File: config.mk
export PLATFORM = sky130hd
export DESIGN_NAME = cpe_engine
export DESIGN_NICKNAME = d
export VERILOG_FILES = /design/src/common/cpe_pkg.sv /design/src/rtl/cpe_engine.sv
export VERILOG_INCLUDE_DIRS = /design/src /design/src/common
export SDC_FILE = /design/constraint.sdc
export NUM_CORES = 1
export LEC_CHECK = 0
export BUFFER_PORTS_ARGS = -buffer_cell sky130_fd_sc_hd__buf_2
export CAP_MARGIN = 5
export CORE_MARGIN = 1.5
export CORE_UTILIZATION = 55
export DETAILED_ROUTE_END_ITERATION = 7
export GPL_TIMING_DRIVEN = 1
export HOLD_SLACK_MARGIN = 0.12
export PLACE_DENSITY = 0.79
export SETUP_SLACK_MARGIN = 0.2
export SKIP_CTS_REPAIR_TIMING = 1
export SYNTH_ARGS = -nofsm -noshare
export SYNTH_HDL_FRONTEND = slang
export SYNTH_SLANG_ARGS = --single-unit
File: constraint.sdc
create_clock -name clk_sys -period 3.9 [get_ports clk_sys]
set_input_delay 0.39 -clock clk_sys [delete_from_list [all_inputs] [get_ports clk_sys]]
set_output_delay 0.39 -clock clk_sys [all_outputs]
set_load 0.02 [all_outputs]
File: src/common/cpe_consts.svh
// Purpose: Offsets, field positions, reset values and counts for the compare and PWM engine.
// Assumes: Avalon-MM byte addresses, one 32-bit word per register.
// Notes: Definitions only.
`ifndef CPE_CONSTS_SVH
`define CPE_CONSTS_SVH

`define CPE_ADDR_W 6
`define CPE_OFS_CTRL 6'h00
`define CPE_OFS_CMPL 6'h04
`define CPE_OFS_CMPH 6'h08
`define CPE_OFS_T1CNT 6'h0c
`define CPE_OFS_T1CTL 6'h10
`define CPE_OFS_T2CNT 6'h14
`define CPE_OFS_PER 6'h18
`define CPE_OFS_T2CTL 6'h1c
`define CPE_OFS_FLAGS 6'h20
`define CPE_OFS_STAT 6'h24

`define CPE_MODE_OFF 4'h0
`define CPE_MODE_TOGGLE 4'h2
`define CPE_MODE_SET 4'h8
`define CPE_MODE_CLEAR 4'h9
`define CPE_MODE_SOFTINT 4'ha
`define CPE_MODE_SPECIAL 4'hb

`define CPE_FLG_UNIT 0
`define CPE_FLG_T1OVF 1
`define CPE_FLG_T2 2
`define CPE_T1CTL_ON 0
`define CPE_T2CTL_ON 2
`define CPE_INSTR_LAST 2'h3
`define CPE_PER_RST 8'hff
`define CPE_PS_1 2'h0
`define CPE_PS_4 2'h1
`define CPE_PS4_LAST 4'h3
`define CPE_PS16_LAST 4'hf

`endif

File: src/common/cpe_pkg.sv
// Purpose: Types shared by the compare and PWM engine.
// Assumes: Constants live in cpe_consts.svh.
// Notes: The unit function is decoded from the mode nibble.
package cpe_pkg;
    typedef enum logic [2:0] {
        CPE_FN_OFF = 3'b001,
        CPE_FN_CMP = 3'b010,
        CPE_FN_PWM = 3'b100
    } cpe_fn_e;
endpackage

File: src/rtl/cpe_engine.sv
// Purpose: Compare and PWM engine with its two timers, reached over Avalon-MM.
// Assumes: clk_sys is the oscillator; the instruction rate is one quarter of it.
// Notes: The pin is driven outside through a port mux using pin_own and pin_val.
//
// The implementer's own choices: the placing of the registers and register access over Avalon-MM.
`timescale 1ns/1ps
`include "cpe_consts.svh"

////////////////////////////////////////////////////////////////////////////////
module cpe_engine
    import cpe_pkg::*;
(
    input wire logic clk_sys,
    input wire logic sys_rst,
    input wire logic [`CPE_ADDR_W-1:0] avs_address,
    input wire logic avs_read,
    input wire logic avs_write,
    input wire logic [31:0] avs_writedata,
    input wire logic [3:0] avs_byteenable,
    output logic [31:0] avs_readdata,
    output logic avs_waitrequest,
    input wire logic sleep_in,
    input wire logic adc_enable_in,
    output logic pin_val,
    output logic pin_own,
    output logic special_event,
    output logic adc_start
);

    ////////////////////////////////////////////////////////////////////////////
    // Helpers.

    function automatic cpe_fn_e mode_fn(input logic [3:0] m);
        if (m[3:2] == 2'b11) begin
            return CPE_FN_PWM;
        end else if (m == `CPE_MODE_TOGGLE || m[3:2] == 2'b10) begin
            return CPE_FN_CMP;
        end else begin
            return CPE_FN_OFF;
        end
    endfunction

    function automatic logic drives_pin(input logic [3:0] m);
        return m == `CPE_MODE_SET || m == `CPE_MODE_CLEAR || m == `CPE_MODE_TOGGLE;
    endfunction

    ////////////////////////////////////////////////////////////////////////////
    // Registers and state.

    logic [3:0] mode_nibble_r;
    logic [1:0] duty_low_bits_r;
    logic [7:0] compare_low_duty_r;
    logic [7:0] compare_high_duty_r;
    logic [1:0] duty_latch_r;
    logic [15:0] first_timer_count_r;
    logic [2:0] t1ctl_r;
    logic [2:0] t1_pre_r;
    logic [7:0] second_timer_count_r;
    logic [7:0] period_r;
    logic [6:0] t2ctl_r;
    logic [3:0] t2_pre_r;
    logic [3:0] t2_post_r;
    logic [2:0] flags_r;
    logic [1:0] q_phase_r;
    logic cmp_latch_r;
    logic pwm_pin_r;
    logic match_prev_r;
    logic roll_d_r;
    logic sleep_m_r, sleep_r, adc_m_r, adc_r;
    logic waitreq_r;
    logic [31:0] rdata_r;
    logic pin_val_r, pin_own_r, special_r, adc_start_r;

    cpe_fn_e fn;
    logic req, take, wr_go;
    logic itick, t1_tick, t2_tick, t2_roll;
    logic [15:0] compare_value;
    logic match;
    logic match_rise;
    logic special_mode;
    logic [1:0] tb_low;
    logic [9:0] time_base;
    logic [9:0] duty_active;
    logic [3:0] t2_pre_last;
    logic [2:0] t1_mask;
    logic [2:0] flag_set, flag_clr;

    ////////////////////////////////////////////////////////////////////////////
    // Pin inputs pass two flip-flops.

    always_ff @(posedge clk_sys) begin
        if (sys_rst) begin
            sleep_m_r <= 1'b0;
            sleep_r <= 1'b0;
            adc_m_r <= 1'b0;
            adc_r <= 1'b0;
        end else begin
            sleep_m_r <= sleep_in;
            sleep_r <= sleep_m_r;
            adc_m_r <= adc_enable_in;
            adc_r <= adc_m_r;
        end
    end

    ////////////////////////////////////////////////////////////////////////////
    // Avalon-MM slave: one wait cycle, then the answer.

    assign req = avs_read | avs_write;
    assign take = req & ~waitreq_r;
    assign wr_go = take & avs_write;

    always_ff @(posedge clk_sys) begin
        if (sys_rst) begin
            waitreq_r <= 1'b1;
        end else if (req & waitreq_r) begin
            waitreq_r <= 1'b0;
        end else begin
            waitreq_r <= 1'b1;
        end
    end

    always_ff @(posedge clk_sys) begin
        if (sys_rst) begin
            rdata_r <= 32'h0;
        end else if (avs_read & waitreq_r) begin
            case (avs_address)
                `CPE_OFS_CTRL: rdata_r <= {26'h0, duty_low_bits_r, mode_nibble_r};
                `CPE_OFS_CMPL: rdata_r <= {24'h0, compare_low_duty_r};
                `CPE_OFS_CMPH: rdata_r <= {24'h0, compare_high_duty_r};
                `CPE_OFS_T1CNT: rdata_r <= {16'h0, first_timer_count_r};
                `CPE_OFS_T1CTL: rdata_r <= {29'h0, t1ctl_r};
                `CPE_OFS_T2CNT: rdata_r <= {24'h0, second_timer_count_r};
                `CPE_OFS_PER: rdata_r <= {24'h0, period_r};
                `CPE_OFS_T2CTL: rdata_r <= {25'h0, t2ctl_r};
                `CPE_OFS_FLAGS: rdata_r <= {29'h0, flags_r};
                `CPE_OFS_STAT: rdata_r <= {28'h0, sleep_r, pwm_pin_r, cmp_latch_r, match};
                default: rdata_r <= 32'h0;
            endcase
        end
    end

    function automatic logic wr_at(input logic [`CPE_ADDR_W-1:0] ofs);
        return wr_go && avs_address == ofs && avs_byteenable[0];
    endfunction

    ////////////////////////////////////////////////////////////////////////////
    // Control and duty registers.

    assign fn = mode_fn(mode_nibble_r);
    assign special_mode = mode_nibble_r == `CPE_MODE_SPECIAL;

    always_ff @(posedge clk_sys) begin
        if (sys_rst) begin
            mode_nibble_r <= 4'h0;
            duty_low_bits_r <= 2'h0;
            compare_low_duty_r <= 8'h0;
            period_r <= `CPE_PER_RST;
            t1ctl_r <= 3'h0;
            t2ctl_r <= 7'h0;
        end else begin
            if (wr_at(`CPE_OFS_CTRL)) begin
                mode_nibble_r <= avs_writedata[3:0];
                duty_low_bits_r <= avs_writedata[5:4];
            end
            if (wr_at(`CPE_OFS_CMPL)) begin
                compare_low_duty_r <= avs_writedata[7:0];
            end
            if (wr_at(`CPE_OFS_PER)) begin
                period_r <= avs_writedata[7:0];
            end
            if (wr_at(`CPE_OFS_T1CTL)) begin
                t1ctl_r <= avs_writedata[2:0];
            end
            if (wr_at(`CPE_OFS_T2CTL)) begin
                t2ctl_r <= avs_writedata[6:0];
            end
        end
    end

    // Upper byte is the compare high byte, or the active duty byte in PWM.
    always_ff @(posedge clk_sys) begin
        if (sys_rst) begin
            compare_high_duty_r <= 8'h0;
            duty_latch_r <= 2'h0;
        end else if (fn == CPE_FN_PWM && t2_roll) begin
            compare_high_duty_r <= compare_low_duty_r;
            duty_latch_r <= duty_low_bits_r;
        end else if (wr_at(`CPE_OFS_CMPH) && fn != CPE_FN_PWM) begin
            compare_high_duty_r <= avs_writedata[7:0];
        end
    end

    ////////////////////////////////////////////////////////////////////////////
    // Instruction-rate divider; sleep stops every timer.

    always_ff @(posedge clk_sys) begin
        if (sys_rst) begin
            q_phase_r <= 2'h0;
        end else if (!sleep_r) begin
            q_phase_r <= q_phase_r + 2'h1;
        end
    end

    assign itick = !sleep_r && q_phase_r == `CPE_INSTR_LAST;

    ////////////////////////////////////////////////////////////////////////////
    // First timer and compare.

    assign t1_mask = (3'h1 << t1ctl_r[2:1]) - 3'h1;
    assign t1_tick = itick && t1ctl_r[`CPE_T1CTL_ON] && (t1_pre_r & t1_mask) == t1_mask;
    assign compare_value = {compare_high_duty_r, compare_low_duty_r};
    assign match = fn == CPE_FN_CMP && first_timer_count_r == compare_value;
    assign match_rise = match & ~match_prev_r;

    always_ff @(posedge clk_sys) begin
        if (sys_rst) begin
            t1_pre_r <= 3'h0;
            first_timer_count_r <= 16'h0;
        end else begin
            if (itick && t1ctl_r[`CPE_T1CTL_ON]) begin
                t1_pre_r <= t1_pre_r + 3'h1;
            end
            if (wr_go && avs_address == `CPE_OFS_T1CNT) begin
                if (avs_byteenable[0]) begin
                    first_timer_count_r[7:0] <= avs_writedata[7:0];
                end
                if (avs_byteenable[1]) begin
                    first_timer_count_r[15:8] <= avs_writedata[15:8];
                end
            end else if (t1_tick) begin
                if (special_mode && match) begin
                    first_timer_count_r <= 16'h0;
                end else begin
                    first_timer_count_r <= first_timer_count_r + 16'h1;
                end
            end
        end
    end

    always_ff @(posedge clk_sys) begin
        if (sys_rst) begin
            match_prev_r <= 1'b0;
        end else begin
            match_prev_r <= match;
        end
    end

    // Acting on the rising edge keeps a toggle from repeating while equal.
    always_ff @(posedge clk_sys) begin
        if (sys_rst) begin
            cmp_latch_r <= 1'b0;
        end else if (mode_nibble_r == `CPE_MODE_OFF) begin
            cmp_latch_r <= 1'b0;
        end else if (match_rise) begin
            case (mode_nibble_r)
                `CPE_MODE_SET: cmp_latch_r <= 1'b1;
                `CPE_MODE_CLEAR: cmp_latch_r <= 1'b0;
                `CPE_MODE_TOGGLE: cmp_latch_r <= ~cmp_latch_r;
                default: cmp_latch_r <= cmp_latch_r;
            endcase
        end
    end

    always_ff @(posedge clk_sys) begin
        if (sys_rst) begin
            special_r <= 1'b0;
            adc_start_r <= 1'b0;
        end else begin
            special_r <= special_mode && match_rise;
            adc_start_r <= special_mode && match_rise && adc_r;
        end
    end

    ////////////////////////////////////////////////////////////////////////////
    // Second timer and PWM.

    assign t2_pre_last = t2ctl_r[1:0] == `CPE_PS_1 ? 4'h0 :
                         t2ctl_r[1:0] == `CPE_PS_4 ? `CPE_PS4_LAST : `CPE_PS16_LAST;
    assign t2_tick = itick && t2ctl_r[`CPE_T2CTL_ON] && t2_pre_r == t2_pre_last;
    assign t2_roll = t2_tick && second_timer_count_r == period_r;

    always_ff @(posedge clk_sys) begin
        if (sys_rst) begin
            t2_pre_r <= 4'h0;
            second_timer_count_r <= 8'h0;
        end else if (wr_at(`CPE_OFS_T2CNT)) begin
            t2_pre_r <= 4'h0;
            second_timer_count_r <= avs_writedata[7:0];
        end else if (itick && t2ctl_r[`CPE_T2CTL_ON]) begin
            t2_pre_r <= t2_tick ? 4'h0 : t2_pre_r + 4'h1;
            if (t2_roll) begin
                second_timer_count_r <= 8'h0;
            end else if (t2_tick) begin
                second_timer_count_r <= second_timer_count_r + 8'h1;
            end
        end
    end

    // Postscaler only paces the second timer's flag, never the period.
    always_ff @(posedge clk_sys) begin
        if (sys_rst) begin
            t2_post_r <= 4'h0;
        end else if (t2_roll) begin
            t2_post_r <= t2_post_r == t2ctl_r[6:3] ? 4'h0 : t2_post_r + 4'h1;
        end
    end

    assign tb_low = t2ctl_r[1:0] == `CPE_PS_1 ? q_phase_r :
                    t2ctl_r[1:0] == `CPE_PS_4 ? t2_pre_r[1:0] : t2_pre_r[3:2];
    assign time_base = {second_timer_count_r, tb_low};
    assign duty_active = {compare_high_duty_r, duty_latch_r};

    // Set one cycle after rollover, so set and clear both see the time base one cycle late.
    always_ff @(posedge clk_sys) begin
        if (sys_rst) begin
            roll_d_r <= 1'b0;
        end else if (!sleep_r) begin
            roll_d_r <= t2_roll;
        end
    end

    // A duty above the period never matches, so the pin stays high after each rollover sets it.
    always_ff @(posedge clk_sys) begin
        if (sys_rst || fn != CPE_FN_PWM) begin
            pwm_pin_r <= 1'b0;
        end else if (sleep_r) begin
            pwm_pin_r <= pwm_pin_r;
        end else if (roll_d_r) begin
            pwm_pin_r <= duty_active != 10'h0;
        end else if (time_base == duty_active) begin
            pwm_pin_r <= 1'b0;
        end
    end

    ////////////////////////////////////////////////////////////////////////////
    // Flags: write one to clear; a set in the same cycle wins.

    assign flag_set[`CPE_FLG_UNIT] = match_rise;
    assign flag_set[`CPE_FLG_T1OVF] = t1_tick && !(special_mode && match) &&
                                      first_timer_count_r == 16'hffff;
    assign flag_set[`CPE_FLG_T2] = t2_roll && t2_post_r == t2ctl_r[6:3];
    assign flag_clr = wr_at(`CPE_OFS_FLAGS) ? avs_writedata[2:0] : 3'h0;

    always_ff @(posedge clk_sys) begin
        if (sys_rst) begin
            flags_r <= 3'h0;
        end else begin
            flags_r <= (flags_r & ~flag_clr) | flag_set;
        end
    end

    ////////////////////////////////////////////////////////////////////////////
    // Pin ownership and level.

    always_ff @(posedge clk_sys) begin
        if (sys_rst) begin
            pin_own_r <= 1'b0;
            pin_val_r <= 1'b0;
        end else if (fn == CPE_FN_PWM) begin
            pin_own_r <= 1'b1;
            pin_val_r <= pwm_pin_r;
        end else begin
            pin_own_r <= drives_pin(mode_nibble_r);
            pin_val_r <= cmp_latch_r;
        end
    end

    assign avs_readdata = rdata_r;
    assign avs_waitrequest = waitreq_r;
    assign pin_val = pin_val_r;
    assign pin_own = pin_own_r;
    assign special_event = special_r;
    assign adc_start = adc_start_r;

endmodule // cpe_engine

==> report_table.html, run 1 <==
<table>
<tr><th>Metric</th><th>Value</th></tr>
<tr><th colspan="2">Setup path</th></tr>
<tr><td>Start of the worst register-to-register path</td><td>sleep_r$_SDFF_PP0_</td></tr>
<tr><td>Worst path required time</td><td>between 4 and 5 ns</td></tr>
<tr><td>Endpoint of the most critical register-to-register path</td><td>first_timer_count_r[7]$_SDFFE_PP0P_</td></tr>
<tr><td>Critical path origin</td><td>sleep_r$_SDFF_PP0_</td></tr>
<tr><td>R2r setup slk</td><td>roughly 1.3 ns</td></tr>
<tr><td>CP max-delay cell</td><td>sky130_fd_sc_hd__a31oi_1</td></tr>
<tr><td>Type of element capturing the critical path</td><td>register</td></tr>
<tr><td>Number of cells on the critical path</td><td>6</td></tr>
<tr><td>Worst-path cell chain</td><td>nand3b_1 -&gt; a21oi_1 -&gt; a31oi_1 -&gt; nor4_1 -&gt; o21ai_0 -&gt; a31oi_1</td></tr>
<tr><td>Cell type group with the largest total delay on the critical path</td><td>compound AO/OA/AOI/OAI gates</td></tr>
<tr><td>Sum of buffers and inverters on the critical path</td><td>0</td></tr>
<tr><td>Delay contributed by the slowest stage of the critical path</td><td>roughly 1.1 ns</td></tr>
<tr><td>Kind of start point of the critical path</td><td>register</td></tr>
<tr><td>Cell type with the highest occurrence count on the critical path</td><td>sky130_fd_sc_hd__a31oi_1</td></tr>
<tr><td>Critical-path maximum fanout</td><td>16</td></tr>
<tr><td>Number of cells on the worst reg-to-reg path</td><td>6</td></tr>
<tr><td>Crit Path Class</td><td>reg2reg</td></tr>
<tr><td>Capturing element of the worst setup path</td><td>first_timer_count_r[7]$_SDFFE_PP0P_</td></tr>
<tr><td>Crit path DAT</td><td>around 2.9 ns</td></tr>
<tr><th colspan="2">Timing</th></tr>
<tr><td>Clock Skews</td><td>approximately 0.015 ns</td></tr>
<tr><td>Final cycle utilization of the critical path</td><td>67.6%</td></tr>
<tr><td>Max frequency</td><td>379 MHz</td></tr>
<tr><td>Total negative slack for setup checks</td><td>0 ns</td></tr>
<tr><td>Slew margin rel.</td><td>around an eighth</td></tr>
<tr><td>Worst Hold Margin</td><td>0.185 ns</td></tr>
<tr><td>Hold violation count in the final report</td><td>0</td></tr>
<tr><td>Final slew viol count</td><td>0</td></tr>
<tr><td>Measured slew at the worst slew-check pin</td><td>around 1.3 ns</td></tr>
<tr><td>Shortest period the worst path allows</td><td>2.64 ns</td></tr>
<tr><td>Worst Setup Slack, final</td><td>roughly 1.3 ns</td></tr>
<tr><td>Final setup violation count</td><td>0</td></tr>
<tr><td>RSZ-0062 raised after global routing</td><td>no</td></tr>
<tr><th colspan="2">CTS</th></tr>
<tr><td>Number of buffers created by CTS</td><td>9</td></tr>
<tr><td>Root buffer cell</td><td>sky130_fd_sc_hd__clkbuf_8</td></tr>
<tr><td>Clock insertion delay at the later pin of the skew report</td><td>between 0.4 and 0.5 ns</td></tr>
<tr><td>Number of levels the H-tree was split into</td><td>3</td></tr>
<tr><td>Clock Sink Count</td><td>roughly 110</td></tr>
<tr><td>Worst-path clk slew</td><td>approximately 0.11 ns</td></tr>
<tr><td>Bufs on Longest Clock Path</td><td>2</td></tr>
<tr><td>Clock tree from TritonCTS</td><td>built</td></tr>
<tr><th colspan="2">Cells and area</th></tr>
<tr><td>Final antenna diode count</td><td>0</td></tr>
<tr><td>Post-layout net count</td><td>823</td></tr>
<tr><td>Fin cells</td><td>910</td></tr>
<tr><td>Design area</td><td>6330 µm²</td></tr>
<tr><td>Fraction of layout instances using a drive strength above 1</td><td>a little over a tenth</td></tr>
<tr><td>Layout overhead on the synthesized area</td><td>7.21%</td></tr>
<tr><td>Filler cells</td><td>between 900 and 1k</td></tr>
<tr><th colspan="2">GRT</th></tr>
<tr><td>Total global routing track utilization</td><td>around 32%</td></tr>
<tr><td>Overflow after GRT</td><td>0</td></tr>
<tr><td>Antenna violations before repair</td><td>0</td></tr>
<tr><td>Maximum number of pins on one net before global-route repair</td><td>just under 60</td></tr>
<tr><td>Number of global-route vias before repair</td><td>5282</td></tr>
<tr><td>Wire length of the first global-routing pass</td><td>between 20000 and 30000 µm</td></tr>
<tr><th colspan="2">Pwr</th></tr>
<tr><td>Power density normalized to cell area</td><td>between 300 and 400 nW/µm²</td></tr>
<tr><td>Worst-case vdd ir drop</td><td>~250 µV</td></tr>
<tr><td>Static leakage</td><td>around 2.3 nW</td></tr>
<tr><th colspan="2">Routing</th></tr>
<tr><td>Wire length reported by the detailed router</td><td>~18000 µm</td></tr>
<tr><td>Number of vias after detailed routing</td><td>~6k</td></tr>
<tr><td>WL/cell</td><td>~20 µm</td></tr>
<tr><td>Vias per Instance</td><td>about 6.4</td></tr>
<tr><td>Initial DRT Pass Iterations</td><td>5</td></tr>
<tr><td>Post-route antenna net violation count</td><td>0</td></tr>
<tr><td>Remaining DRCs</td><td>0</td></tr>
<tr><td>Number of design-rule violations left by the first detailed-router iteration</td><td>between 500 and 600</td></tr>
<tr><th colspan="2">Synthesis</th></tr>
<tr><td>Netlist Area Pre-Place</td><td>~6000 µm²</td></tr>
<tr><td>Flip-flop and latch count after synthesis</td><td>111</td></tr>
<tr><td>Library cells used by synthesis</td><td>55</td></tr>
<tr><td>Count of flip-flops with a built-in enable after synthesis</td><td>0</td></tr>
<tr><td>Async set or reset register ratio after synthesis</td><td>0%</td></tr>
<tr><td>Leading register cell type out of synthesis</td><td>sky130_fd_sc_hd__dfxtp_1</td></tr>
<tr><td>Synthesized area divided by synthesized cell count</td><td>7.85 µm²</td></tr>
<tr><td>Portion of the post-synthesis area used by sequential elements</td><td>a little under two fifths</td></tr>
<tr><td>Cells after synthesis</td><td>about 750</td></tr>
<tr><td>Synth warn</td><td>0</td></tr>
<tr><th colspan="2">Place</th></tr>
<tr><td>Placed wire-length estimate after detailed placement</td><td>around 13000 µm</td></tr>
<tr><td>Port Buffer Count</td><td>50</td></tr>
<tr><td>Final weighted congestion of routability-driven global placement</td><td>0.948</td></tr>
<tr><td>Inst Count DP</td><td>a little under 900</td></tr>
<tr><td>Worst slack after detailed placement</td><td>between 1 and 1.5 ns</td></tr>
<tr><td>Area after detailed placement</td><td>between 6000 and 7000 µm²</td></tr>
<tr><th colspan="2">Floorplanning</th></tr>
<tr><td>Area of the core region</td><td>around 10000 µm²</td></tr>
<tr><td>Die area</td><td>11400 µm²</td></tr>
<tr><td>Starting density of the core</td><td>between 50% and 60%</td></tr>
<tr><td>Number of top-level pins</td><td>85</td></tr>
<tr><td>Number of standard-cell rows in the floorplan</td><td>37</td></tr>
<tr><td>Horiz. Die Dim</td><td>about 110 µm</td></tr>
<tr><td>Die Height</td><td>107 µm</td></tr>
<tr><th colspan="2">Min path</th></tr>
<tr><td>Hold WC Path Type</td><td>in2reg</td></tr>
<tr><th colspan="2">Outcome</th></tr>
<tr><td>Outcome</td><td>complete, no violations</td></tr>
<tr><th colspan="2">Flow run</th></tr>
<tr><td>Count of max-cap constraint violations</td><td>0</td></tr>
</table>
[worst reg2reg max path: cells and delay by family, from the launching register on]
kind             cells  cell delay (ns)
flip-flops           1             0.55
AND/OR/NAND/NOR      2             0.39
AO/OA/AOI/OAI        4             1.55
[synthesized netlist by cell type, drive strengths merged (8+ instances only)]
cell type / count / area share, %
nand4: 9 / 0.95
a211oi: 8 / 1.0
inv: 13 / 0.83
a31oi: 15 / 1.6
o21ai: 23 / 2.0
nor3: 21 / 1.9
a22oi: 42 / 5.3
xnor2: 31 / 4.6
and3: 10 / 1.1
clkbuf: 42 / 2.7
nand2: 98 / 6.2
a221oi: 8 / 1.2
buf: 25 / 2.7
nor4: 16 / 1.8
dfxtp: 111 / 38
nor2: 58 / 3.7
mux2i: 12 / 2.0
a21oi: 65 / 5.5
nand3: 56 / 4.7
xor2: 16 / 2.4
nor2b: 11 / 1.2
[metrics by stage]
stage,util (%),power (W)
2_1_floorplan,-,0.00131
3_3_place_gp,59.1,0.00135
3_5_place_dp,59.1,0.00135
4_1_cts,61.0,0.00205
5_1_grt,61.0,0.00211
6_report,61.0,0.00204
[flip-flops by register name, indices dropped and copies added, names as in the netlist, 2 cells and up]
signal / cells
avs_readdata: 16
first_timer_count_r: 16
compare_high_duty_r: 8
compare_low_duty_r: 8
period_r: 8
second_timer_count_r: 8
t2ctl_r: 7
mode_nibble_r: 4
t2_post_r: 4
t2_pre_r: 4
flags_r: 3
t1_pre_r: 3
t1ctl_r: 3
duty_latch_r: 2
duty_low_bits_r: 2
q_phase_r: 2
[cells in the final DEF (no fill, tap or decap), drive strengths merged, types with 9 or more instances in the layout]
cell / count
dfxtp: 111
nand2: 98
a21oi: 65
nor2: 58
buf: 58
nand3: 56
a22oi: 42
xnor2: 31
o21ai: 23
nor3: 21
xor2: 16
conb: 16
nor4: 16
inv: 16
a31oi: 15
mux2i: 12
nor2b: 11
clkbuf: 11
and3: 10
nand4: 9
[layer usage]
metal	vias up	share of wire, %	GRT usage (%)
li1	2709	-	-
met3	40	9.5	5.59
met1	2792	42	44.1
met5	-	0	0
met4	0	3.1	12.6
met2	310	46	50.4
[report_power, final]
part	switching, W	internal (W)	leakage [nW]
Clock	0.000429	0.000281	0.0975
Combinational	0.000107	0.0000510	1.29
Sequential	0.0000266	0.00115	0.896
Total	0.000563	0.00148	2.28
[layout make-up]
type / count / area (µm²) / share of cell area, %
multi-input combinational: 576 / 3380 / 53.4
sequential: 111 / 2220 / 35.1
timing repair buffer: 58 / 310 / 4.90
inverter: 13 / 48.8 / 0.771
clock buffer: 11 / 151 / 2.39
tap: 136 / 170 / 2.69
clock inverter: 5 / 48.8 / 0.771
[kinds of logic after synthesis]
kind of cell,Yosys count,share of synthesized area [%]
fa+ha+maj,6,1.27
other cells,1,0.0635
flops,111,37.7
simple gates,309,25.4
mux,12,2.04
compound gates,186,20.3
buf+inv,80,6.25
xor+xnor,47,6.97
[worst min-delay path by stage]
stage                               from              endpoint  slack [ns]  depth (start not counted)
global route                    sleep_in  sleep_m_r$_SDFF_PP0_        0.19                          2
detailed placement  sleep_m_r$_SDFF_PP0_    sleep_r$_SDFF_PP0_        0.43                          1
floorplan               adc_r$_SDFF_PP0_  adc_start$_SDFF_PP0_        0.40                          2
CTS                             sleep_in  sleep_m_r$_SDFF_PP0_        0.19                          2
global placement      adc_m_r$_SDFF_PP0_      adc_r$_SDFF_PP0_        0.42                          1
finish                          sleep_in  sleep_m_r$_SDFF_PP0_        0.19                          2
No activity file was read; power rests on OpenSTA's default activity.
==> run 2: changes to the inputs <==
==> constraint.sdc (replaced) <==
create_clock -name clk_sys -period 2.65 [get_ports clk_sys]
set_input_delay 0.265 -clock clk_sys [delete_from_list [all_inputs] [get_ports clk_sys]]
set_output_delay 0.265 -clock clk_sys [all_outputs]
set_load 0.02 [all_outputs]
==> run 2 against run 1 <==
  * Maximum frequency grew 14%
  * Die area unchanged
  * Via count is 1.4% higher
  * Largest cell class unchanged
==> report_table.html, run 2 (synthesis results as in run 1) <==
<table>
<tr><th>Metric</th><th>Value</th></tr>
<tr><th colspan="2">Place</th></tr>
<tr><td>Port Buffer Count</td><td>50 (unchanged)</td></tr>
<tr><td>Final weighted congestion of routability-driven global placement</td><td>1.01 (+6.8%)</td></tr>
<tr><td>Placed wire-length estimate after detailed placement</td><td>13400 µm (+6.0%)</td></tr>
<tr><td>Worst slack after detailed placement</td><td>0.268 ns (-0.902 ns)</td></tr>
<tr><th colspan="2">Flow run</th></tr>
<tr><td>Count of max-cap constraint violations</td><td>0 (unchanged)</td></tr>
<tr><th colspan="2">Setup path</th></tr>
<tr><td>Cell type group with the largest total delay on the critical path</td><td>simple AND/OR/NAND/NOR gates</td></tr>
<tr><td>Crit path DAT</td><td>2.62 ns (-0.27 ns)</td></tr>
<tr><td>Crit Path Class</td><td>reg2reg</td></tr>
<tr><td>CP max-delay cell</td><td>sky130_fd_sc_hd__or4_1</td></tr>
<tr><td>Number of cells on the worst reg-to-reg path</td><td>6 (unchanged)</td></tr>
<tr><td>Start of the worst register-to-register path</td><td>t2ctl_r[0]$_SDFFE_PP0P_</td></tr>
<tr><td>Number of cells on the critical path</td><td>6 (unchanged)</td></tr>
<tr><td>Worst-path cell chain</td><td>or4_1 -&gt; a221o_1 -&gt; buf_4 -&gt; nor2_1 -&gt; a31oi_1 -&gt; a221oi_1</td></tr>
<tr><td>Delay contributed by the slowest stage of the critical path</td><td>0.57 ns (-0.51 ns)</td></tr>
<tr><td>Type of element capturing the critical path</td><td>register</td></tr>
<tr><td>Critical-path maximum fanout</td><td>10 (-6)</td></tr>
<tr><td>Worst path required time</td><td>2.95 ns (-1.21 ns)</td></tr>
<tr><td>Kind of start point of the critical path</td><td>register</td></tr>
<tr><td>Sum of buffers and inverters on the critical path</td><td>1 (+1)</td></tr>
<tr><td>Critical path origin</td><td>t2ctl_r[0]$_SDFFE_PP0P_</td></tr>
<tr><th colspan="2">Floorplanning</th></tr>
<tr><td>Number of top-level pins</td><td>85 (unchanged)</td></tr>
<tr><td>Number of standard-cell rows in the floorplan</td><td>37 (unchanged)</td></tr>
<tr><td>Horiz. Die Dim</td><td>107 µm (unchanged)</td></tr>
<tr><td>Die Height</td><td>107 µm (unchanged)</td></tr>
<tr><td>Area of the core region</td><td>10400 µm² (unchanged)</td></tr>
<tr><td>Starting density of the core</td><td>56.9% (unchanged)</td></tr>
<tr><td>Die area</td><td>11400 µm² (unchanged)</td></tr>
<tr><th colspan="2">Timing</th></tr>
<tr><td>Final slew viol count</td><td>0 (unchanged)</td></tr>
<tr><td>Clock Skews</td><td>0.0135 ns (-0.00106 ns)</td></tr>
<tr><td>Final setup violation count</td><td>0 (unchanged)</td></tr>
<tr><td>Shortest period the worst path allows</td><td>2.32 ns (-0.314 ns)</td></tr>
<tr><td>Measured slew at the worst slew-check pin</td><td>0.811 ns (-0.492 ns)</td></tr>
<tr><td>Slew margin rel.</td><td>45.4% (+33 points)</td></tr>
<tr><td>Final cycle utilization of the critical path</td><td>87.6% (+20 points)</td></tr>
<tr><td>Total negative slack for setup checks</td><td>0 ns (unchanged)</td></tr>
<tr><td>Max frequency</td><td>431 MHz (+14%)</td></tr>
<tr><td>RSZ-0062 raised after global routing</td><td>no</td></tr>
<tr><td>Hold violation count in the final report</td><td>0 (unchanged)</td></tr>
<tr><td>Worst Setup Slack, final</td><td>0.329 ns (-0.936 ns)</td></tr>
<tr><th colspan="2">Outcome</th></tr>
<tr><td>Outcome</td><td>complete, no violations</td></tr>
<tr><th colspan="2">CTS</th></tr>
<tr><td>Bufs on Longest Clock Path</td><td>2 (unchanged)</td></tr>
<tr><td>Clock tree from TritonCTS</td><td>built</td></tr>
<tr><td>Worst-path clk slew</td><td>0.10 ns (about the same)</td></tr>
<tr><td>Number of levels the H-tree was split into</td><td>3 (unchanged)</td></tr>
<tr><td>Clock Sink Count</td><td>111 (unchanged)</td></tr>
<tr><td>Clock insertion delay at the later pin of the skew report</td><td>0.40 ns (about the same)</td></tr>
<tr><td>Number of buffers created by CTS</td><td>9 (unchanged)</td></tr>
<tr><td>Root buffer cell</td><td>sky130_fd_sc_hd__clkbuf_8</td></tr>
<tr><th colspan="2">GRT</th></tr>
<tr><td>Maximum number of pins on one net before global-route repair</td><td>95 (+64%)</td></tr>
<tr><td>Total global routing track utilization</td><td>32.8% (+0.69 points)</td></tr>
<tr><td>Overflow after GRT</td><td>0 (unchanged)</td></tr>
<tr><td>Number of global-route vias before repair</td><td>5423 (+2.7%)</td></tr>
<tr><td>Wire length of the first global-routing pass</td><td>28500 µm (+1.3%)</td></tr>
<tr><td>Antenna violations before repair</td><td>0 (unchanged)</td></tr>
<tr><th colspan="2">Routing</th></tr>
<tr><td>Remaining DRCs</td><td>0 (unchanged)</td></tr>
<tr><td>Number of design-rule violations left by the first detailed-router iteration</td><td>658 (+24%)</td></tr>
<tr><td>Wire length reported by the detailed router</td><td>18300 µm (+2.3%)</td></tr>
<tr><td>Number of vias after detailed routing</td><td>5930 (+1.4%)</td></tr>
<tr><td>WL/cell</td><td>19.3 µm (-1.9%)</td></tr>
<tr><td>Post-route antenna net violation count</td><td>0 (unchanged)</td></tr>
<tr><td>Vias per Instance</td><td>6.25 (-2.8%)</td></tr>
<tr><td>Initial DRT Pass Iterations</td><td>5 (unchanged)</td></tr>
<tr><th colspan="2">Cells and area</th></tr>
<tr><td>Final antenna diode count</td><td>0 (unchanged)</td></tr>
<tr><td>Layout overhead on the synthesized area</td><td>12.4%</td></tr>
<tr><td>Filler cells</td><td>933 (-4.3%)</td></tr>
<tr><td>Most common library cell in the layout ignoring fill and taps</td><td>sky130_fd_sc_hd__dfxtp_1</td></tr>
<tr><td>Highest-count cells in the layout ignoring fill and taps</td><td>111 x sky130_fd_sc_hd__dfxtp_1, 98 x sky130_fd_sc_hd__nand2_1, 63 x sky130_fd_sc_hd__a21oi_1</td></tr>
<tr><td>Fraction of layout instances using a drive strength above 1</td><td>15.0% (+4.0 points)</td></tr>
<tr><td>Post-layout net count</td><td>862 (+4.7%)</td></tr>
<tr><th colspan="2">Pwr</th></tr>
<tr><td>Power density normalized to cell area</td><td>444 nW/µm² (+37%)</td></tr>
<tr><td>Worst-case vdd ir drop</td><td>418 µV (+65%)</td></tr>
<tr><td>Static leakage</td><td>2.48 nW (+8.6%)</td></tr>
<tr><th colspan="2">Min path</th></tr>
<tr><td>Hold WC Path Type</td><td>in2reg</td></tr>
<tr><td>Hold path cells</td><td>3 (+1)</td></tr>
<tr><td>Hold_sp</td><td>avs_writedata[2]</td></tr>
</table>
-- run 2: path summary, 6_finish.rpt --
| kind | endpoint | slack [ns] |
|---|---|---|
| min reg2reg | adc_start$_SDFF_PP0_ | 0.44 |
| max reg2reg | second_timer_count_r[2]$_SDFFE_PP0P_ | 0.33 |
| min | t1ctl_r[2]$_SDFFE_PP0P_ | 0.20 |
| max | second_timer_count_r[2]$_SDFFE_PP0P_ | 0.33 |
-- run 2: layout make-up --
type	count	area (µm²)	share of cell area, %
Clock buffer	11	131	1.98
Sequential cell	111	2220	33.5
Timing Repair Buffer	97	626	9.43
Clock inverter	5	41.3	0.622
Multi-Input combinational cell	576	3400	51.2
Tap cell	136	170	2.56
Inverter	13	48.8	0.735
-- run 2: worst reg2reg max path: stages, from the launching register on --
cell                       delay [ns]
sky130_fd_sc_hd__dfxtp_1         0.39
sky130_fd_sc_hd__or4_1           0.57
sky130_fd_sc_hd__a221o_1         0.39
sky130_fd_sc_hd__buf_4           0.19
sky130_fd_sc_hd__nor2_1          0.28
sky130_fd_sc_hd__a31oi_1         0.14
sky130_fd_sc_hd__a221oi_1        0.27
-- run 2: metrics by stage --
step	total power, W	std cells	area (µm²)	hold slack [ns]	utilization [%]
2_1_floorplan	0.00192	767	5960	0.381	-
3_3_place_gp	0.00200	929	6400	0.417	61.7
3_5_place_dp	0.00201	929	6400	0.431	61.7
4_1_cts	0.00295	945	6580	0.0645	63.4
5_1_grt	0.00305	949	6640	0.205	64.0
6_report	0.00294	949	6640	0.198	64.0
-- run 2: power breakdown --
group / internal, W / switching, W / leakage (nW)
clock: 0.000354 / 0.000609 / 0.0858
sequential: 0.00169 / 0.0000249 / 0.896
combinational: 0.0000924 / 0.000176 / 1.50
total: 0.00213 / 0.000809 / 2.48
-- run 2: routing by layer --
| layer | wire, µm | global-route usage (%) | part of all wire (%) |
|---|---|---|---|
| met4 | 527 | 10.5 | 2.9 |
| met1 | 7780 | 45.0 | 42 |
| met3 | 1820 | 8.51 | 9.9 |
| met5 | 0 | 0 | 0 |
| met2 | 8180 | 50.5 | 45 |
==> run 3: changes to the inputs <==
==> constraint.sdc (replaced) <==
create_clock -name clk_sys -period 2.65 [get_ports clk_sys]
set_input_delay 0.3975 -clock clk_sys [delete_from_list [all_inputs] [get_ports clk_sys]]
set_output_delay 0.3975 -clock clk_sys [all_outputs]
set_load 0.02 [all_outputs]
==> run 3 against run 2 <==
  * The flow now finishes with violations (design-rule violations)
  * Clock power is 15% higher
  * Final cell count is 0.32% lower
  * Critical path depth stayed put
  * Design area stayed put
  * Clock skew is 0.0024 ns lower
  * Largest cell class unchanged
  * Highest routed layer unchanged
==> report_table.html, run 3 (synthesis results as in run 1) <==
<table>
<tr><th>Metric</th><th>Value</th></tr>
<tr><th colspan="2">GRT</th></tr>
<tr><td>Antenna violations before repair</td><td>0 (unchanged)</td></tr>
<tr><td>Met3 Resource Use GR</td><td>5.53% (-3.0 points)</td></tr>
<tr><td>Overflow after GRT</td><td>0 (unchanged)</td></tr>
<tr><td>Number of global-route vias before repair</td><td>5396 (-0.50%)</td></tr>
<tr><td>Maximum number of pins on one net before global-route repair</td><td>92 (-3.2%)</td></tr>
<tr><td>Wire length of the first global-routing pass</td><td>28400 µm (-0.36%)</td></tr>
<tr><td>Met2 Use GR</td><td>50.3% (-0.23 points)</td></tr>
<tr><td>Global Route met1 Usage</td><td>44.6% (-0.44 points)</td></tr>
<tr><td>Most used routing layer in global routing</td><td>met2</td></tr>
<tr><td>Total global routing track utilization</td><td>32.6% (-0.21 points)</td></tr>
<tr><th colspan="2">Routing</th></tr>
<tr><td>Vias per Instance</td><td>6.30 (+0.77%)</td></tr>
<tr><td>WL/cell</td><td>19.4 µm (+0.48%)</td></tr>
<tr><td>Remaining DRCs</td><td>11 (+11)</td></tr>
<tr><td>Number of design-rule violations left by the first detailed-router iteration</td><td>661 (+0.46%)</td></tr>
<tr><td>Post-route antenna net violation count</td><td>0 (unchanged)</td></tr>
<tr><td>Wire length reported by the detailed router</td><td>18300 µm (+0.16%)</td></tr>
<tr><td>Number of vias after detailed routing</td><td>5957 (+0.46%)</td></tr>
<tr><td>Initial DRT Pass Iterations</td><td>8 (+3)</td></tr>
<tr><th colspan="2">Floorplanning</th></tr>
<tr><td>Die Height</td><td>107 µm (unchanged)</td></tr>
<tr><td>Starting density of the core</td><td>56.9% (unchanged)</td></tr>
<tr><td>Number of standard-cell rows in the floorplan</td><td>37 (unchanged)</td></tr>
<tr><td>Die area</td><td>11400 µm² (unchanged)</td></tr>
<tr><td>Area of the core region</td><td>10400 µm² (unchanged)</td></tr>
<tr><td>Number of top-level pins</td><td>85 (unchanged)</td></tr>
<tr><td>Horiz. Die Dim</td><td>107 µm (unchanged)</td></tr>
<tr><th colspan="2">Pwr</th></tr>
<tr><td>Worst-case vdd ir drop</td><td>479 µV (+15%)</td></tr>
<tr><td>P_int</td><td>0.00224 W (+4.7%)</td></tr>
<tr><td>Static leakage</td><td>2.49 nW (+0.45%)</td></tr>
<tr><td>Comb pwr share</td><td>8.5% (-0.6 points)</td></tr>
<tr><td>Switching power summed over all nets</td><td>0.000852 W (+5.2%)</td></tr>
<tr><td>Final total power</td><td>0.00309 W (+4.9%)</td></tr>
<tr><td>Clock network power share</td><td>36.0% (+3.3 points)</td></tr>
<tr><td>Part of the total power dissipated in sequential elements</td><td>55.6% (-2.6 points)</td></tr>
<tr><td>Switching share of total power</td><td>27.6% (+0.094 points)</td></tr>
<tr><td>Power density normalized to cell area</td><td>465 nW/µm² (+4.9%)</td></tr>
<tr><th colspan="2">Timing</th></tr>
<tr><td>Total negative slack for setup checks</td><td>0 ns (unchanged)</td></tr>
<tr><td>RSZ-0062 raised after global routing</td><td>no</td></tr>
<tr><td>Clock Skews</td><td>0.0112 ns (-0.00236 ns)</td></tr>
<tr><td>Slew margin rel.</td><td>32.2% (-13 points)</td></tr>
<tr><td>Final slew viol count</td><td>0 (unchanged)</td></tr>
<tr><td>Hold violation count in the final report</td><td>0 (unchanged)</td></tr>
<tr><td>Measured slew at the worst slew-check pin</td><td>1.01 ns (+0.202 ns)</td></tr>
<tr><td>Shortest period the worst path allows</td><td>2.32 ns (-0.000613 ns)</td></tr>
<tr><td>Max frequency</td><td>431 MHz (about the same)</td></tr>
<tr><td>Final setup violation count</td><td>0 (unchanged)</td></tr>
<tr><td>Final cycle utilization of the critical path</td><td>87.6% (about the same)</td></tr>
<tr><th colspan="2">Flow run</th></tr>
<tr><td>Count of max-cap constraint violations</td><td>0 (unchanged)</td></tr>
<tr><th colspan="2">Min path</th></tr>
<tr><td>Hold_sp</td><td>adc_enable_in</td></tr>
<tr><td>Hold WC Path Type</td><td>in2reg</td></tr>
<tr><td>Terminating pin of the worst hold path</td><td>adc_m_r$_SDFF_PP0_</td></tr>
<tr><td>Hold path cells</td><td>2 (-1)</td></tr>
<tr><th colspan="2">Setup path</th></tr>
<tr><td>Cell type group with the largest total delay on the critical path</td><td>simple AND/OR/NAND/NOR gates</td></tr>
<tr><td>Type of element capturing the critical path</td><td>register</td></tr>
<tr><td>Crit Path Class</td><td>reg2reg</td></tr>
<tr><td>Start of the worst register-to-register path</td><td>t2ctl_r[0]$_SDFFE_PP0P_</td></tr>
<tr><td>Sum of buffers and inverters on the critical path</td><td>1 (unchanged)</td></tr>
<tr><td>CP max-delay cell</td><td>sky130_fd_sc_hd__or4_1</td></tr>
<tr><td>Critical-path maximum fanout</td><td>10 (unchanged)</td></tr>
<tr><td>Worst-path cell chain</td><td>or4_1 -&gt; a221o_1 -&gt; nor4_2 -&gt; buf_4 -&gt; mux2i_1 -&gt; nor2_1</td></tr>
<tr><td>Kind of start point of the critical path</td><td>register</td></tr>
<tr><td>Delay contributed by the slowest stage of the critical path</td><td>0.58 ns (about the same)</td></tr>
<tr><td>Worst path required time</td><td>2.94 ns (about the same)</td></tr>
<tr><td>Endpoint of the most critical register-to-register path</td><td>duty_latch_r[1]$_SDFFE_PP0P_</td></tr>
<tr><td>R2r setup slk</td><td>0.33 ns (about the same)</td></tr>
<tr><td>Crit path DAT</td><td>2.61 ns (about the same)</td></tr>
<tr><td>Number of cells on the critical path</td><td>6 (unchanged)</td></tr>
<tr><td>Number of cells on the worst reg-to-reg path</td><td>6 (unchanged)</td></tr>
<tr><th colspan="2">Cells and area</th></tr>
<tr><td>Highest-count cells in the layout ignoring fill and taps</td><td>111 x sky130_fd_sc_hd__dfxtp_1, 98 x sky130_fd_sc_hd__nand2_1, 63 x sky130_fd_sc_hd__a21oi_1</td></tr>
<tr><td>Final antenna diode count</td><td>0 (unchanged)</td></tr>
<tr><td>Fraction of layout instances using a drive strength above 1</td><td>15.4% (+0.43 points)</td></tr>
<tr><td>Post-layout net count</td><td>859 (-0.35%)</td></tr>
<tr><td>Layout overhead on the synthesized area</td><td>12.4% (unchanged)</td></tr>
<tr><td>Fin util</td><td>64.0% (unchanged)</td></tr>
<tr><td>Most common library cell in the layout ignoring fill and taps</td><td>sky130_fd_sc_hd__dfxtp_1</td></tr>
<tr><th colspan="2">CTS</th></tr>
<tr><td>Worst-path clk slew</td><td>0.12 ns (+0.02 ns)</td></tr>
<tr><td>Clock Sink Count</td><td>111 (unchanged)</td></tr>
<tr><td>Number of levels the H-tree was split into</td><td>3 (unchanged)</td></tr>
<tr><td>Root buffer cell</td><td>sky130_fd_sc_hd__clkbuf_8</td></tr>
<tr><td>Bufs on Longest Clock Path</td><td>2 (unchanged)</td></tr>
<tr><td>Clock tree from TritonCTS</td><td>built</td></tr>
<tr><td>Clock insertion delay at the later pin of the skew report</td><td>0.40 ns (about the same)</td></tr>
<tr><td>Number of buffers created by CTS</td><td>9 (unchanged)</td></tr>
<tr><th colspan="2">Place</th></tr>
<tr><td>Port Buffer Count</td><td>50 (unchanged)</td></tr>
<tr><td>Final weighted congestion of routability-driven global placement</td><td>0.991 (-2.2%)</td></tr>
<tr><td>Placed wire-length estimate after detailed placement</td><td>13400 µm (-0.34%)</td></tr>
<tr><th colspan="2">Outcome</th></tr>
<tr><td>Outcome</td><td>finished, violations left</td></tr>
<tr><td>Violated checks</td><td>design-rule violations</td></tr>
</table>
[run 3: changes by cell type in the layout (fill, tap and decap cells not counted)]
| cell | delta |
|---|---|
| sky130_fd_sc_hd__dlygate4sd3_1 | -4 |
| sky130_fd_sc_hd__clkbuf_1 | -2 |
| sky130_fd_sc_hd__nor2_1 | -2 |
| sky130_fd_sc_hd__nor2_2 | +2 |
| sky130_fd_sc_hd__a31oi_1 | +1 |
| sky130_fd_sc_hd__a31oi_2 | -1 |
| sky130_fd_sc_hd__buf_4 | +1 |
| sky130_fd_sc_hd__bufinv_16 | +1 |
| sky130_fd_sc_hd__clkinv_8 | +1 |
| sky130_fd_sc_hd__clkinvlp_4 | -1 |
| sky130_fd_sc_hd__inv_6 | +1 |
| sky130_fd_sc_hd__nor4_1 | +1 |
| sky130_fd_sc_hd__nor4_2 | -1 |
[run 3: power by group through the flow]
stage,logic (W),registers (W),clock network (W)
final,0.000261,0.00172,0.00111
after global routing,0.000281,0.00172,0.00119
after CTS,0.000255,0.00171,0.00112
after detailed placement,0.000255,0.00175,0
after global placement,0.000246,0.00175,0
after floorplan,0.000185,0.00174,0
[run 3: worst max-delay path by stage]
stage                              start                                    to
6_report         t2ctl_r[0]$_SDFFE_PP0P_          duty_latch_r[1]$_SDFFE_PP0P_
5_1_grt          t2ctl_r[0]$_SDFFE_PP0P_          duty_latch_r[1]$_SDFFE_PP0P_
4_1_cts        q_phase_r[0]$_SDFFE_PP0N_   first_timer_count_r[8]$_SDFFE_PP0P_
3_5_place_dp              avs_address[0]  first_timer_count_r[15]$_SDFFE_PP0P_
3_3_place_gp              avs_address[3]  first_timer_count_r[11]$_SDFFE_PP0P_
2_1_floorplan    t2ctl_r[0]$_SDFFE_PP0P_  second_timer_count_r[7]$_SDFFE_PP0P_
[run 3: per-layer routing]
metal / share of wire (%) / up-vias
met2: 44 / 314
met1: 43 / 2788
li1: - / 2792
met4: 4.2 / 0
met3: 8.7 / 63
met5: 0 / -
[run 3: layout make-up]
type / instances / area (µm²)
multi-input combinational: 576 / 3390
clock buffer: 9 / 124
fill: 953 / 3730
inverter: 13 / 48.8
tap: 136 / 170
clock inverter: 7 / 88.8
sequential: 111 / 2220
timing repair buffer: 94 / 593
[run 3: stage by stage]
| step | instances | hold WS (ns) | worst slack [ns] | area (µm²) |
|---|---|---|---|---|
| finish | 946 | 0.207 | 0.329 | 6640 |
| global route | 946 | 0.202 | 0.208 | 6640 |
| CTS | 946 | 0.202 | 0.297 | 6620 |
| detailed placement | 930 | 0.425 | 0.292 | 6410 |
| global placement | 930 | 0.418 | 0.332 | 6410 |
| floorplan | 767 | 0.399 | 0.398 | 5960 |
